File: src/hdl/itic_defines.vh
// constants for the integration test input capture block
`ifndef ITIC_DEFINES_VH
`define ITIC_DEFINES_VH

`define ITIC_ADDR_W 12
`define ITIC_OFF_CONTROL 12'hF00
`define ITIC_OFF_CAPTURE_ONE 12'hF20
`define ITIC_OFF_CAPTURE_TWO 12'hF24

`define ITIC_ONE_W 10
`define ITIC_TWO_W 12
`define ITIC_TEST_MODE_BIT 0
`define ITIC_CONTROL_RESET 1'b0
`define ITIC_CAPTURE_ONE_RESET 10'h000
`define ITIC_CAPTURE_TWO_RESET 12'h000

`define ITIC_ONE_CALIB_ACK 9
`define ITIC_ONE_CS1_LANE_POL 8
`define ITIC_ONE_CS_POL_LO 4
`define ITIC_ONE_CS1_WIDTH_LO 2
`define ITIC_ONE_BIG_ENDIAN 1
`define ITIC_ONE_SELF_REFRESH 0
`define ITIC_TWO_BOOT_DELAY 11
`define ITIC_TWO_STROBE_LO 7
`define ITIC_TWO_CLOCK_EN_LO 3
`define ITIC_TWO_DATA_MASK 2
`define ITIC_TWO_BACKOFF 1
`define ITIC_TWO_GRANT 0

`define ITIC_SEL_CONTROL 2'h0
`define ITIC_SEL_ONE 2'h1
`define ITIC_SEL_TWO 2'h2
`define ITIC_SEL_NONE 2'h3

`define ITIC_RESP_OKAY 2'h0
`define ITIC_RESP_SLVERR 2'h2

`define ITIC_WAIT_STATES 1

`endif

File: src/hdl/itic_sync.v
// two-flop synchroniser for the live side-band inputs
`timescale 1ns/1ps
module itic_sync #(
    parameter W = 1
) (
    input wire clk,
    input wire ce,
    input wire reset,
    input wire [W-1:0] async_in,
    output reg [W-1:0] sync_out
);
    reg [W-1:0] meta;

    always @(posedge clk)
    begin
        if (reset)
        begin
            meta <= {W{1'b0}};
            sync_out <= {W{1'b0}};
        end
        else if (ce)
        begin
            meta <= async_in;
            sync_out <= meta;
        end
    end
endmodule // itic_sync

File: src/hdl/itic_capture_reg.v
// one capture register: stored field, read select and core-side select
`timescale 1ns/1ps
module itic_capture_reg #(
    parameter W = 10,
    parameter [W-1:0] RESET_VALUE = {W{1'b0}}
) (
    input wire clk,
    input wire ce,
    input wire bus_reset,
    input wire por_reset,
    input wire test_mode,
    input wire wr_en,
    input wire [W-1:0] wr_data,
    input wire [W-1:0] live,
    output reg [W-1:0] stored,
    output wire [W-1:0] read_value,
    output reg [W-1:0] core_value
);
    // stored fields only clear on power-on reset
    always @(posedge clk)
    begin
        if (por_reset)
            stored <= RESET_VALUE;
        else if (ce && wr_en && test_mode)
            stored <= wr_data;
    end

    assign read_value = test_mode ? stored : live;

    // the controller core sees the same selection
    always @(posedge clk)
    begin
        if (bus_reset || por_reset)
            core_value <= {W{1'b0}};
        else if (ce)
            core_value <= test_mode ? stored : live;
    end
endmodule // itic_capture_reg

File: src/hdl/itic_top.v
// integration test input capture registers behind an axi4-lite slave
`timescale 1ns/1ps
`include "itic_defines.vh"
module itic_top #(
    parameter ADDR_W = `ITIC_ADDR_W
) (
    input wire clk,
    input wire ce,
    input wire reset,
    input wire por_reset,
    input wire [ADDR_W-1:0] s_axi_awaddr,
    input wire s_axi_awvalid,
    output wire s_axi_awready,
    input wire [31:0] s_axi_wdata,
    input wire [3:0] s_axi_wstrb,
    input wire s_axi_wvalid,
    output wire s_axi_wready,
    output reg [1:0] s_axi_bresp,
    output reg s_axi_bvalid,
    input wire s_axi_bready,
    input wire [ADDR_W-1:0] s_axi_araddr,
    input wire s_axi_arvalid,
    output wire s_axi_arready,
    output reg [31:0] s_axi_rdata,
    output reg [1:0] s_axi_rresp,
    output reg s_axi_rvalid,
    input wire s_axi_rready,
    input wire delay_line_calib_ack_in,
    input wire cs1_byte_lane_polarity,
    input wire cs3_polarity,
    input wire cs2_polarity,
    input wire cs1_polarity,
    input wire cs0_polarity,
    input wire [1:0] cs1_memory_width,
    input wire big_endian_select,
    input wire self_refresh_request,
    input wire boot_delay,
    input wire [3:0] byte_strobe_enable,
    input wire [3:0] initial_clock_enable,
    input wire initial_data_mask,
    input wire ext_bus_backoff,
    input wire ext_bus_grant,
    output reg integration_test_control,
    output wire [`ITIC_ONE_W-1:0] core_capture_one,
    output wire [`ITIC_TWO_W-1:0] core_capture_two
);
    localparam ONE_W = `ITIC_ONE_W;
    localparam TWO_W = `ITIC_TWO_W;
    // register byte addresses at the bus address width
    localparam [ADDR_W-1:0] OFF_CONTROL = `ITIC_OFF_CONTROL;
    localparam [ADDR_W-1:0] OFF_ONE = `ITIC_OFF_CAPTURE_ONE;
    localparam [ADDR_W-1:0] OFF_TWO = `ITIC_OFF_CAPTURE_TWO;

    wire bus_rst;
    wire [ONE_W-1:0] live_one_raw;
    wire [TWO_W-1:0] live_two_raw;
    wire [ONE_W-1:0] live_one;
    wire [TWO_W-1:0] live_two;
    wire [ONE_W-1:0] stored_one;
    wire [TWO_W-1:0] stored_two;
    wire [ONE_W-1:0] read_one;
    wire [TWO_W-1:0] read_two;

    reg aw_held;
    reg w_held;
    reg wr_wait;
    reg [ADDR_W-1:0] wr_addr;
    reg [31:0] wr_data;
    reg [3:0] wr_strb;
    reg rd_wait;
    reg [ADDR_W-1:0] rd_addr;

    wire aw_take;
    wire w_take;
    wire aw_now;
    wire w_now;
    wire wr_do;
    wire [1:0] wr_sel;
    wire [1:0] rd_sel;
    wire [31:0] merged_ctrl;
    wire [31:0] merged_one;
    wire [31:0] merged_two;
    reg [31:0] next_rdata;

    assign bus_rst = reset | por_reset;

    // register map decode, shared by both channels
    function [1:0] reg_select;
        input [ADDR_W-1:0] addr;
        begin
            if (addr[ADDR_W-1:2] == OFF_CONTROL[ADDR_W-1:2])
                reg_select = `ITIC_SEL_CONTROL;
            else if (addr[ADDR_W-1:2] == OFF_ONE[ADDR_W-1:2])
                reg_select = `ITIC_SEL_ONE;
            else if (addr[ADDR_W-1:2] == OFF_TWO[ADDR_W-1:2])
                reg_select = `ITIC_SEL_TWO;
            else
                reg_select = `ITIC_SEL_NONE;
        end
    endfunction

    // byte-lane merge of write data over the current value
    function [31:0] merge_bytes;
        input [31:0] old_value;
        input [31:0] new_value;
        input [3:0] strb;
        integer i;
        begin
            merge_bytes = old_value;
            for (i = 0; i < 4; i = i + 1)
            begin
                if (strb[i])
                    merge_bytes[i*8 +: 8] = new_value[i*8 +: 8];
            end
        end
    endfunction

    // bus response for a decoded register select
    function [1:0] access_resp;
        input [1:0] sel;
        begin
            if (sel == `ITIC_SEL_NONE)
                access_resp = `ITIC_RESP_SLVERR;
            else
                access_resp = `ITIC_RESP_OKAY;
        end
    endfunction

    // pin placement in capture register one
    assign live_one_raw[`ITIC_ONE_CALIB_ACK] = delay_line_calib_ack_in;
    assign live_one_raw[`ITIC_ONE_CS1_LANE_POL] = cs1_byte_lane_polarity;
    assign live_one_raw[`ITIC_ONE_CS_POL_LO + 3] = cs3_polarity;
    assign live_one_raw[`ITIC_ONE_CS_POL_LO + 2] = cs2_polarity;
    assign live_one_raw[`ITIC_ONE_CS_POL_LO + 1] = cs1_polarity;
    assign live_one_raw[`ITIC_ONE_CS_POL_LO] = cs0_polarity;
    assign live_one_raw[`ITIC_ONE_CS1_WIDTH_LO +: 2] = cs1_memory_width;
    assign live_one_raw[`ITIC_ONE_BIG_ENDIAN] = big_endian_select;
    assign live_one_raw[`ITIC_ONE_SELF_REFRESH] = self_refresh_request;

    // pin placement in capture register two
    assign live_two_raw[`ITIC_TWO_BOOT_DELAY] = boot_delay;
    assign live_two_raw[`ITIC_TWO_STROBE_LO +: 4] = byte_strobe_enable;
    assign live_two_raw[`ITIC_TWO_CLOCK_EN_LO +: 4] = initial_clock_enable;
    assign live_two_raw[`ITIC_TWO_DATA_MASK] = initial_data_mask;
    assign live_two_raw[`ITIC_TWO_BACKOFF] = ext_bus_backoff;
    assign live_two_raw[`ITIC_TWO_GRANT] = ext_bus_grant;

    itic_sync #(
        .W(ONE_W + TWO_W)
    ) u_sync (
        .clk(clk),
        .ce(ce),
        .reset(bus_rst),
        .async_in({live_two_raw, live_one_raw}),
        .sync_out({live_two, live_one})
    );

    // write channel
    assign s_axi_awready = ~aw_held;
    assign s_axi_wready = ~w_held;
    assign aw_take = s_axi_awvalid & ~aw_held;
    assign w_take = s_axi_wvalid & ~w_held;
    assign aw_now = aw_held | aw_take;
    assign w_now = w_held | w_take;
    assign wr_do = wr_wait & ce;
    assign wr_sel = reg_select(wr_addr);

    assign merged_ctrl = merge_bytes({{31{1'b0}}, integration_test_control}, wr_data, wr_strb);
    assign merged_one = merge_bytes({{(32-ONE_W){1'b0}}, stored_one}, wr_data, wr_strb);
    assign merged_two = merge_bytes({{(32-TWO_W){1'b0}}, stored_two}, wr_data, wr_strb);

    always @(posedge clk)
    begin
        if (bus_rst)
        begin
            aw_held <= 1'b0;
            w_held <= 1'b0;
            wr_wait <= 1'b0;
            wr_addr <= {ADDR_W{1'b0}};
            wr_data <= 32'h0000_0000;
            wr_strb <= 4'h0;
            s_axi_bvalid <= 1'b0;
            s_axi_bresp <= `ITIC_RESP_OKAY;
        end
        else if (ce)
        begin
            if (aw_take)
            begin
                aw_held <= 1'b1;
                wr_addr <= s_axi_awaddr;
            end
            if (w_take)
            begin
                w_held <= 1'b1;
                wr_data <= s_axi_wdata;
                wr_strb <= s_axi_wstrb;
            end
            // one cycle of wait once both halves are in
            if (aw_now && w_now && !wr_wait && !s_axi_bvalid)
                wr_wait <= 1'b1;
            // response raised once the wait cycle is over
            if (wr_wait)
            begin
                wr_wait <= 1'b0;
                s_axi_bvalid <= 1'b1;
                s_axi_bresp <= access_resp(wr_sel);
            end
            if (s_axi_bvalid && s_axi_bready)
            begin
                s_axi_bvalid <= 1'b0;
                aw_held <= 1'b0;
                w_held <= 1'b0;
            end
        end
    end

    // control register, cleared by either reset
    always @(posedge clk)
    begin
        if (bus_rst)
            integration_test_control <= `ITIC_CONTROL_RESET;
        else if (wr_do && wr_sel == `ITIC_SEL_CONTROL)
            integration_test_control <= merged_ctrl[`ITIC_TEST_MODE_BIT];
    end

    itic_capture_reg #(
        .W(ONE_W),
        .RESET_VALUE(`ITIC_CAPTURE_ONE_RESET)
    ) u_capture_one (
        .clk(clk),
        .ce(ce),
        .bus_reset(reset),
        .por_reset(por_reset),
        .test_mode(integration_test_control),
        .wr_en(wr_do && wr_sel == `ITIC_SEL_ONE),
        .wr_data(merged_one[ONE_W-1:0]),
        .live(live_one),
        .stored(stored_one),
        .read_value(read_one),
        .core_value(core_capture_one)
    );

    itic_capture_reg #(
        .W(TWO_W),
        .RESET_VALUE(`ITIC_CAPTURE_TWO_RESET)
    ) u_capture_two (
        .clk(clk),
        .ce(ce),
        .bus_reset(reset),
        .por_reset(por_reset),
        .test_mode(integration_test_control),
        .wr_en(wr_do && wr_sel == `ITIC_SEL_TWO),
        .wr_data(merged_two[TWO_W-1:0]),
        .live(live_two),
        .stored(stored_two),
        .read_value(read_two),
        .core_value(core_capture_two)
    );

    // read channel
    // address refused from acceptance until the read handshake
    assign s_axi_arready = ~rd_wait & ~s_axi_rvalid;
    assign rd_sel = reg_select(rd_addr);

    always @*
    begin
        case (rd_sel)
            `ITIC_SEL_CONTROL: next_rdata = {{31{1'b0}}, integration_test_control};
            `ITIC_SEL_ONE: next_rdata = {{(32-ONE_W){1'b0}}, read_one};
            `ITIC_SEL_TWO: next_rdata = {{(32-TWO_W){1'b0}}, read_two};
            default: next_rdata = 32'h0000_0000;
        endcase
    end

    always @(posedge clk)
    begin
        if (bus_rst)
        begin
            rd_wait <= 1'b0;
            rd_addr <= {ADDR_W{1'b0}};
            s_axi_rvalid <= 1'b0;
            s_axi_rdata <= 32'h0000_0000;
            s_axi_rresp <= `ITIC_RESP_OKAY;
        end
        else if (ce)
        begin
            if (s_axi_arvalid && s_axi_arready)
            begin
                rd_wait <= 1'b1;
                rd_addr <= s_axi_araddr;
            end
            if (rd_wait)
            begin
                rd_wait <= 1'b0;
                s_axi_rvalid <= 1'b1;
                s_axi_rdata <= next_rdata;
                s_axi_rresp <= access_resp(rd_sel);
            end
            if (s_axi_rvalid && s_axi_rready)
                s_axi_rvalid <= 1'b0;
        end
    end
endmodule // itic_top

File: config.mk
export PLATFORM = sky130hd
export DESIGN_NAME = itic_top
export DESIGN_NICKNAME = d
export VERILOG_FILES = /design/src/hdl/itic_sync.v /design/src/hdl/itic_capture_reg.v /design/src/hdl/itic_top.v
export VERILOG_INCLUDE_DIRS = /design/src /design/src/hdl
export SDC_FILE = /design/constraint.sdc
export NUM_CORES = 1
export LEC_CHECK = 0
export ABC_AREA = 0
export BUFFER_PORTS_ARGS = -buffer_cell sky130_fd_sc_hd__buf_2
export CORE_MARGIN = 2
export CORE_UTILIZATION = 40
export DETAILED_ROUTE_END_ITERATION = 10
export PLACE_DENSITY = 0.74
export SLEW_MARGIN = 25
export SYNTH_ARGS = -nofsm -noshare
export SYNTH_HDL_FRONTEND = slang
export SYNTH_HIERARCHICAL = 1
export SYNTH_SLANG_ARGS = --single-unit
File: constraint.sdc
create_clock -name clk -period 2.8 [get_ports clk]
set_clock_uncertainty 0.1 [all_clocks]
set_input_delay 0 -clock clk [delete_from_list [all_inputs] [get_ports clk]]
set_output_delay 0 -clock clk [all_outputs]
set_load 0.03 [all_outputs]
==> results of run 1 <==
## metrics by stage
step                      cell area (sq um)  hold slack, ps
after CTS                              7890            39.3
after global routing                   7900            79.9
after floorplan                        6300            18.7
after detailed placement               6660             110
final                                  7900            32.0
after global placement                 6660             101
## cell families after synthesis
family                 after synthesis  synth area share
AO/OA/AOI/OAI                      101            0.0953
buffers and inverters              111             0.101
other                                1          0.000603
AND/OR/NAND/NOR                    240             0.179
flip-flops                         143             0.460
multiplexers                       102             0.165
## power by group
part	switching, W	internal, W
clock	0.000807	0.00137
combinational	0.000213	0.000166
sequential	0.0000245	0.00207
## area by class of cell
cell class | count | area share
clock inverter | 7 | 0.0108
tap | 188 | 0.0298
sequential | 143 | 0.362
inverter | 45 | 0.0214
multi-input combinational | 465 | 0.356
timing repair buffer | 179 | 0.158
clock buffer | 24 | 0.0610
## Yosys cell counts (2+ instances only)
cell | number | share of area
and3_1 | 6 | 0.0060
a211oi_1 | 22 | 0.027
buf_2 | 3 | 0.0024
buf_1 | 2 | 0.0012
o21ai_1 | 10 | 0.0080
mux2i_1 | 100 | 0.16
mux2_2 | 2 | 0.0036
a21oi_1 | 42 | 0.034
nor2_1 | 75 | 0.045
inv_1 | 44 | 0.027
nand2b_1 | 47 | 0.047
nand2_1 | 94 | 0.057
dfxtp_1 | 143 | 0.46
nand4b_1 | 2 | 0.0028
buf_12 | 4 | 0.013
or2_1 | 2 | 0.0020
buf_4 | 23 | 0.028
buf_6 | 7 | 0.013
clkbuf_1 | 26 | 0.016
nand3_1 | 6 | 0.0048
o21ai_0 | 20 | 0.016
a211oi_2 | 2 | 0.0040
a32o_1 | 2 | 0.0032
## path summary, 6_finish.rpt
check / startpoint / end / cells after the start
worst max-delay path: wr_addr[3] / u_capture_one/stored[8] / 6
worst min-delay path: ce / s_axi_rdata[6] / 4
worst max register to register: wr_addr[3] / u_capture_one/stored[8] / 6
worst min register to register: s_axi_rdata[6] / s_axi_rdata[6] / 2
## metal layers
layer | GRT usage | up-vias
met5 | 0 | -
met4 | 0.0863 | 0
met3 | 0.0470 | 20
met2 | 0.289 | 146
met1 | 0.227 | 2286
li1 | - | 2567
## state kept, by name, indices dropped and copies added (netlist names)
signal	flops
u_sync/sync_out	22
s_axi_rresp	1
aw_held	1
integration_test_control	1
s_axi_rvalid	1
wr_addr	10
rd_addr	10
u_capture_one/stored	10
wr_strb	2
rd_wait	1
wr_wait	1
wr_data	12
u_capture_two/core_value	12
u_sync/meta	22
w_held	1
s_axi_bresp	1
u_capture_two/stored	12
s_axi_rdata	12
u_capture_one/core_value	10
s_axi_bvalid	1
## critical path: cells and delay by family (launching register included)
family	cells	cell delay (ps)
AND/OR/NAND/NOR	5	1410
flip-flops	1	310
multiplexers	1	250
==> run metrics, run 1 <==
final antenna-violating net count 0; CTS sink cnt 143; CTS tree done; largest net degree at the start of global routing 86; global-route wire length before repair 23.3 mm; Max Clock Freq 0.467 GHz; worst-margin pin slew 856 ps; Syn Std Cell Area 6220 sq um; initial antenna violation count 0; Setup Buffers After CTS 0; Most used DFF post-synth dfxtp_1; crit-path max FO 10; Hold WC Path Type in -> reg; First DRT Iteration DRCs 230; Clk pin slew, worst setup/hold paths 60 ps; vias in the first global route 4829; Worst setup EP type flop; Max stage delay on crit path 530 ps; WP data required 3040 ps; Synth Warn # 6; data arrival time of the critical path 2380 ps; core area 15200 sq um; die width 129 microns; DR top layer met4; layout cell share with drive strength beyond 1 0.175; Vias per Instance 4.78; Slowest cell on crit path or4b_1; Max Buffers Root-to-Sink 2; Die Y 129 microns; most frequent cells in the layout dfxtp_1 (143), buf_2 (105), mux2i_1 (100), nand2_1 (94), nor2_1 (75); Row Count 45; DR vias 5019; post_cts resized 0; Routed WL 14.4 mm; Post-Layout Cell Count 1051; Finished Core Util 0.520; crit start category flop; syn_area_per_cell 8.91 sq um; multi-input gate area in the final layout 2820 sq um; met3 routed WL 907 microns; register area 2860 sq um; Worst VDD drop 0.429 mV; dpl cells 953; Worst-Skew Late Latency 420 ps; Ports 155; max_slew headroom 0.429; period utilisation layout 0.766; routability cong. 0.808; outcome finished clean; # diodes 0; Initial Utilization 0.409; WL met2 6.70 mm; Post-synth ARST share 0; number of synthesized flops with an enable pin 0; CTS Buf Count 17; post-DP HPWL 9.56 mm; setup violators final 0; Pwr Total 0.00465 W; drt wl/cell 13.7 microns; H-tree Lvls 4; Netlist cell types 37; P&R area growth vs syn 27.0%; crit path cell chain or4b_1 -> nor3_2 -> nand2_1 -> nor2_1 -> and3_2 -> mux2i_1; critical setup path kind reg -> reg; leakage power 3.28 nW; Synth Instances 698; drt pass-1 iters 5; Fill cells 1418; IO buf count 106; Final Net Count 942; pre-CTS setup slack 672 ps; grt total ovfl 0; Slew Limit Fails 0; RSZ-0062 raised after global routing false; Synth Register Bits 143; commonest non-fill, non-tap cell in the layout dfxtp_1; Seq/Total Area, Yosys 0.460; root buffer cell clkbuf_16; Max Cap Viol 0; GRT Total Usage 0.180; Fin. Hold Viols 0; final worst slack 656 ps; Setup TNS 0 ps; Hold Buf Count CTS 67; drt drc 0; PwrDens 589 nW/um^2; full die area 16600 sq um; post-layout minimum cycle time 2140 ps; flop2flop setup slack 660 ps; wire length on met1 6.50 mm
Power figures use the tool's default switching activity.
==> run 2, diff against run 1 <==
PLACE_DENSITY = 0.76   (was 0.74)
clock period = 1.85 ns   (was 2.8 ns; I/O delays follow)
==> run 2 against run 1 <==
The flow now finishes with violations (setup timing). Critical path depth is the same. Register-to-register slack worse by 740 ps. Sequential cell count unchanged. Clock power up 80%. Sequential power increased by 51%. Cell area up 4.3%. Maximum frequency rose by 11%. Core utilization up 2.2 points. Cell count grew 1.6%. Non-clock buffer count rose by 16. Routed wire length grew 7.5%. Sequential share of layout area decreased by 1.5 points.
==> run metrics, run 2 (synthesis gave the netlist of run 1 again) <==
Die Y 129 microns; Max Clock Freq 0.518 GHz; crit-path max FO 12; max_slew headroom 0.636; GRT Total Usage 0.190; core area 15200 sq um; post-DP HPWL 10.0 mm; Routed WL 15.5 mm; outcome complete, but fails checks; largest net degree at the start of global routing 58; Max Buffers Root-to-Sink 2; cells on worst reg2reg path 6; grt total ovfl 0; Initial Utilization 0.409; Setup TNS -1010 ps; DR vias 5111; data arrival time of the critical path 2170 ps; Ports 155; Max Cap Viol 0; Setup Buffers After CTS 0; critical setup path kind reg -> reg; final antenna-violating net count 0; die width 129 microns; vias in the first global route 4933; final instance area 8240 sq um; flop2flop setup slack -80 ps; CTS tree done; P&R area growth vs syn 32.4%; RR Endpoint u_capture_two/stored[10]; crit path cell chain or4b_4 -> nor3_4 -> and3_1 -> and3_4 -> buf_12 -> mux2i_1; Setup crit start wr_addr[6]; global-route wire length before repair 24.5 mm; period utilisation layout 1.04; Slew Limit Fails 0; commonest non-fill, non-tap cell in the layout dfxtp_1; leakage power 3.44 nW; PwrDens 931 nW/um^2; drt drc 0; Largest regs u_sync/meta x22, u_sync/sync_out x22; most frequent cells in the layout dfxtp_1 (142), buf_2 (105), mux2i_1 (100), nand2_1 (94), nor2_1 (75); Clk pin slew, worst setup/hold paths 60 ps; crit start category flop; Slowest cell on crit path or4b_4; CTS sink cnt 143; worst-margin pin slew 546 ps; pre-CTS setup slack -68.4 ps; Worst Setup EP u_capture_two/stored[10]; Fin. Hold Viols 0; layout cell share with drive strength beyond 1 0.194; Critical R2R Launch wr_addr[6]; root buffer cell clkbuf_16; Hold WC Path Type in -> reg; placed cell area 6800 sq um; Finished Core Util 0.542; H-tree Lvls 4; post-layout minimum cycle time 1930 ps; failing checks setup timing; Final Net Count 958; RSZ-0062 raised after global routing true; Worst VDD drop 0.638 mV; Vias per Instance 4.79; Max stage delay on crit path 540 ps; drt pass-1 iters 5; drt wl/cell 14.5 microns; final worst slack -79.5 ps; Row Count 45; WP data required 2090 ps; routability cong. 0.794; full die area 16600 sq um; initial antenna violation count 0; setup violators final 22; Fill cells 1326; Worst setup EP type flop; IO buf count 106; CTS Buf Count 17; Worst-Skew Late Latency 420 ps; First DRT Iteration DRCs 296; # diodes 0
run 2: layer usage:
metal	up-vias	part of all wire	wire, microns	GRT usage
met3	29	0.059	909	0.0499
met4	0	0.023	351	0.0799
met1	2329	0.44	6850	0.243
met5	-	0	0	0
li1	2593	-	-	-
met2	160	0.48	7360	0.307
run 2: what timing repair did:
action / CTS / global route
endpoints found under the hold margin: 68 / 0
hold buffers: 70 / 0
resized for setup: 1 / 6
cloned: 0 / 1
setup endpoints to repair: 22 / 25
run 2: cell type report:
| cell class | count | area, sq um | share of cell area |
|---|---|---|---|
| timing repair buffer | 195 | 1450 | 0.176 |
| clock buffer | 24 | 512 | 0.0621 |
| tap | 188 | 235 | 0.0286 |
| clock inverter | 8 | 174 | 0.0211 |
| multi-input combinational | 465 | 2840 | 0.344 |
| inverter | 45 | 169 | 0.0205 |
| sequential | 143 | 2860 | 0.348 |
run 2: worst min-delay path by stage:
stage | depth (start not counted) | end | startpoint | slack, ps
floorplan | 1 | s_axi_rvalid | s_axi_rready | 20
global placement | 2 | s_axi_rvalid | s_axi_rready | 100
detailed placement | 2 | s_axi_rvalid | s_axi_rready | 110
CTS | 5 | integration_test_control | por_reset | 20
global route | 5 | integration_test_control | por_reset | 50
finish | 5 | integration_test_control | por_reset | 30
run 2: critical path, delay by kind of cell (launching register included):
family | cells | cell delay (ps)
DFF | 1 | 320
buffers and inverters | 1 | 150
muxes | 1 | 200
and+or+nand+nor | 4 | 1080
run 2: metrics by stage:
step	total power (W)	instances	hold WS [ps]
6_report	0.00767	1068	33.7
5_1_grt	0.00791	1068	49.3
4_1_cts	0.00771	1067	16.9
3_5_place_dp	0.00371	965	114
3_3_place_gp	0.00371	965	102
2_1_floorplan	0.00362	719	18.7
run 2: report_power, final:
group / total [W] / internal (W) / switching, W
Sequential: 0.00317 / 0.00313 / 0.0000336
Combinational: 0.000608 / 0.000267 / 0.000342
Clock: 0.00390 / 0.00261 / 0.00128
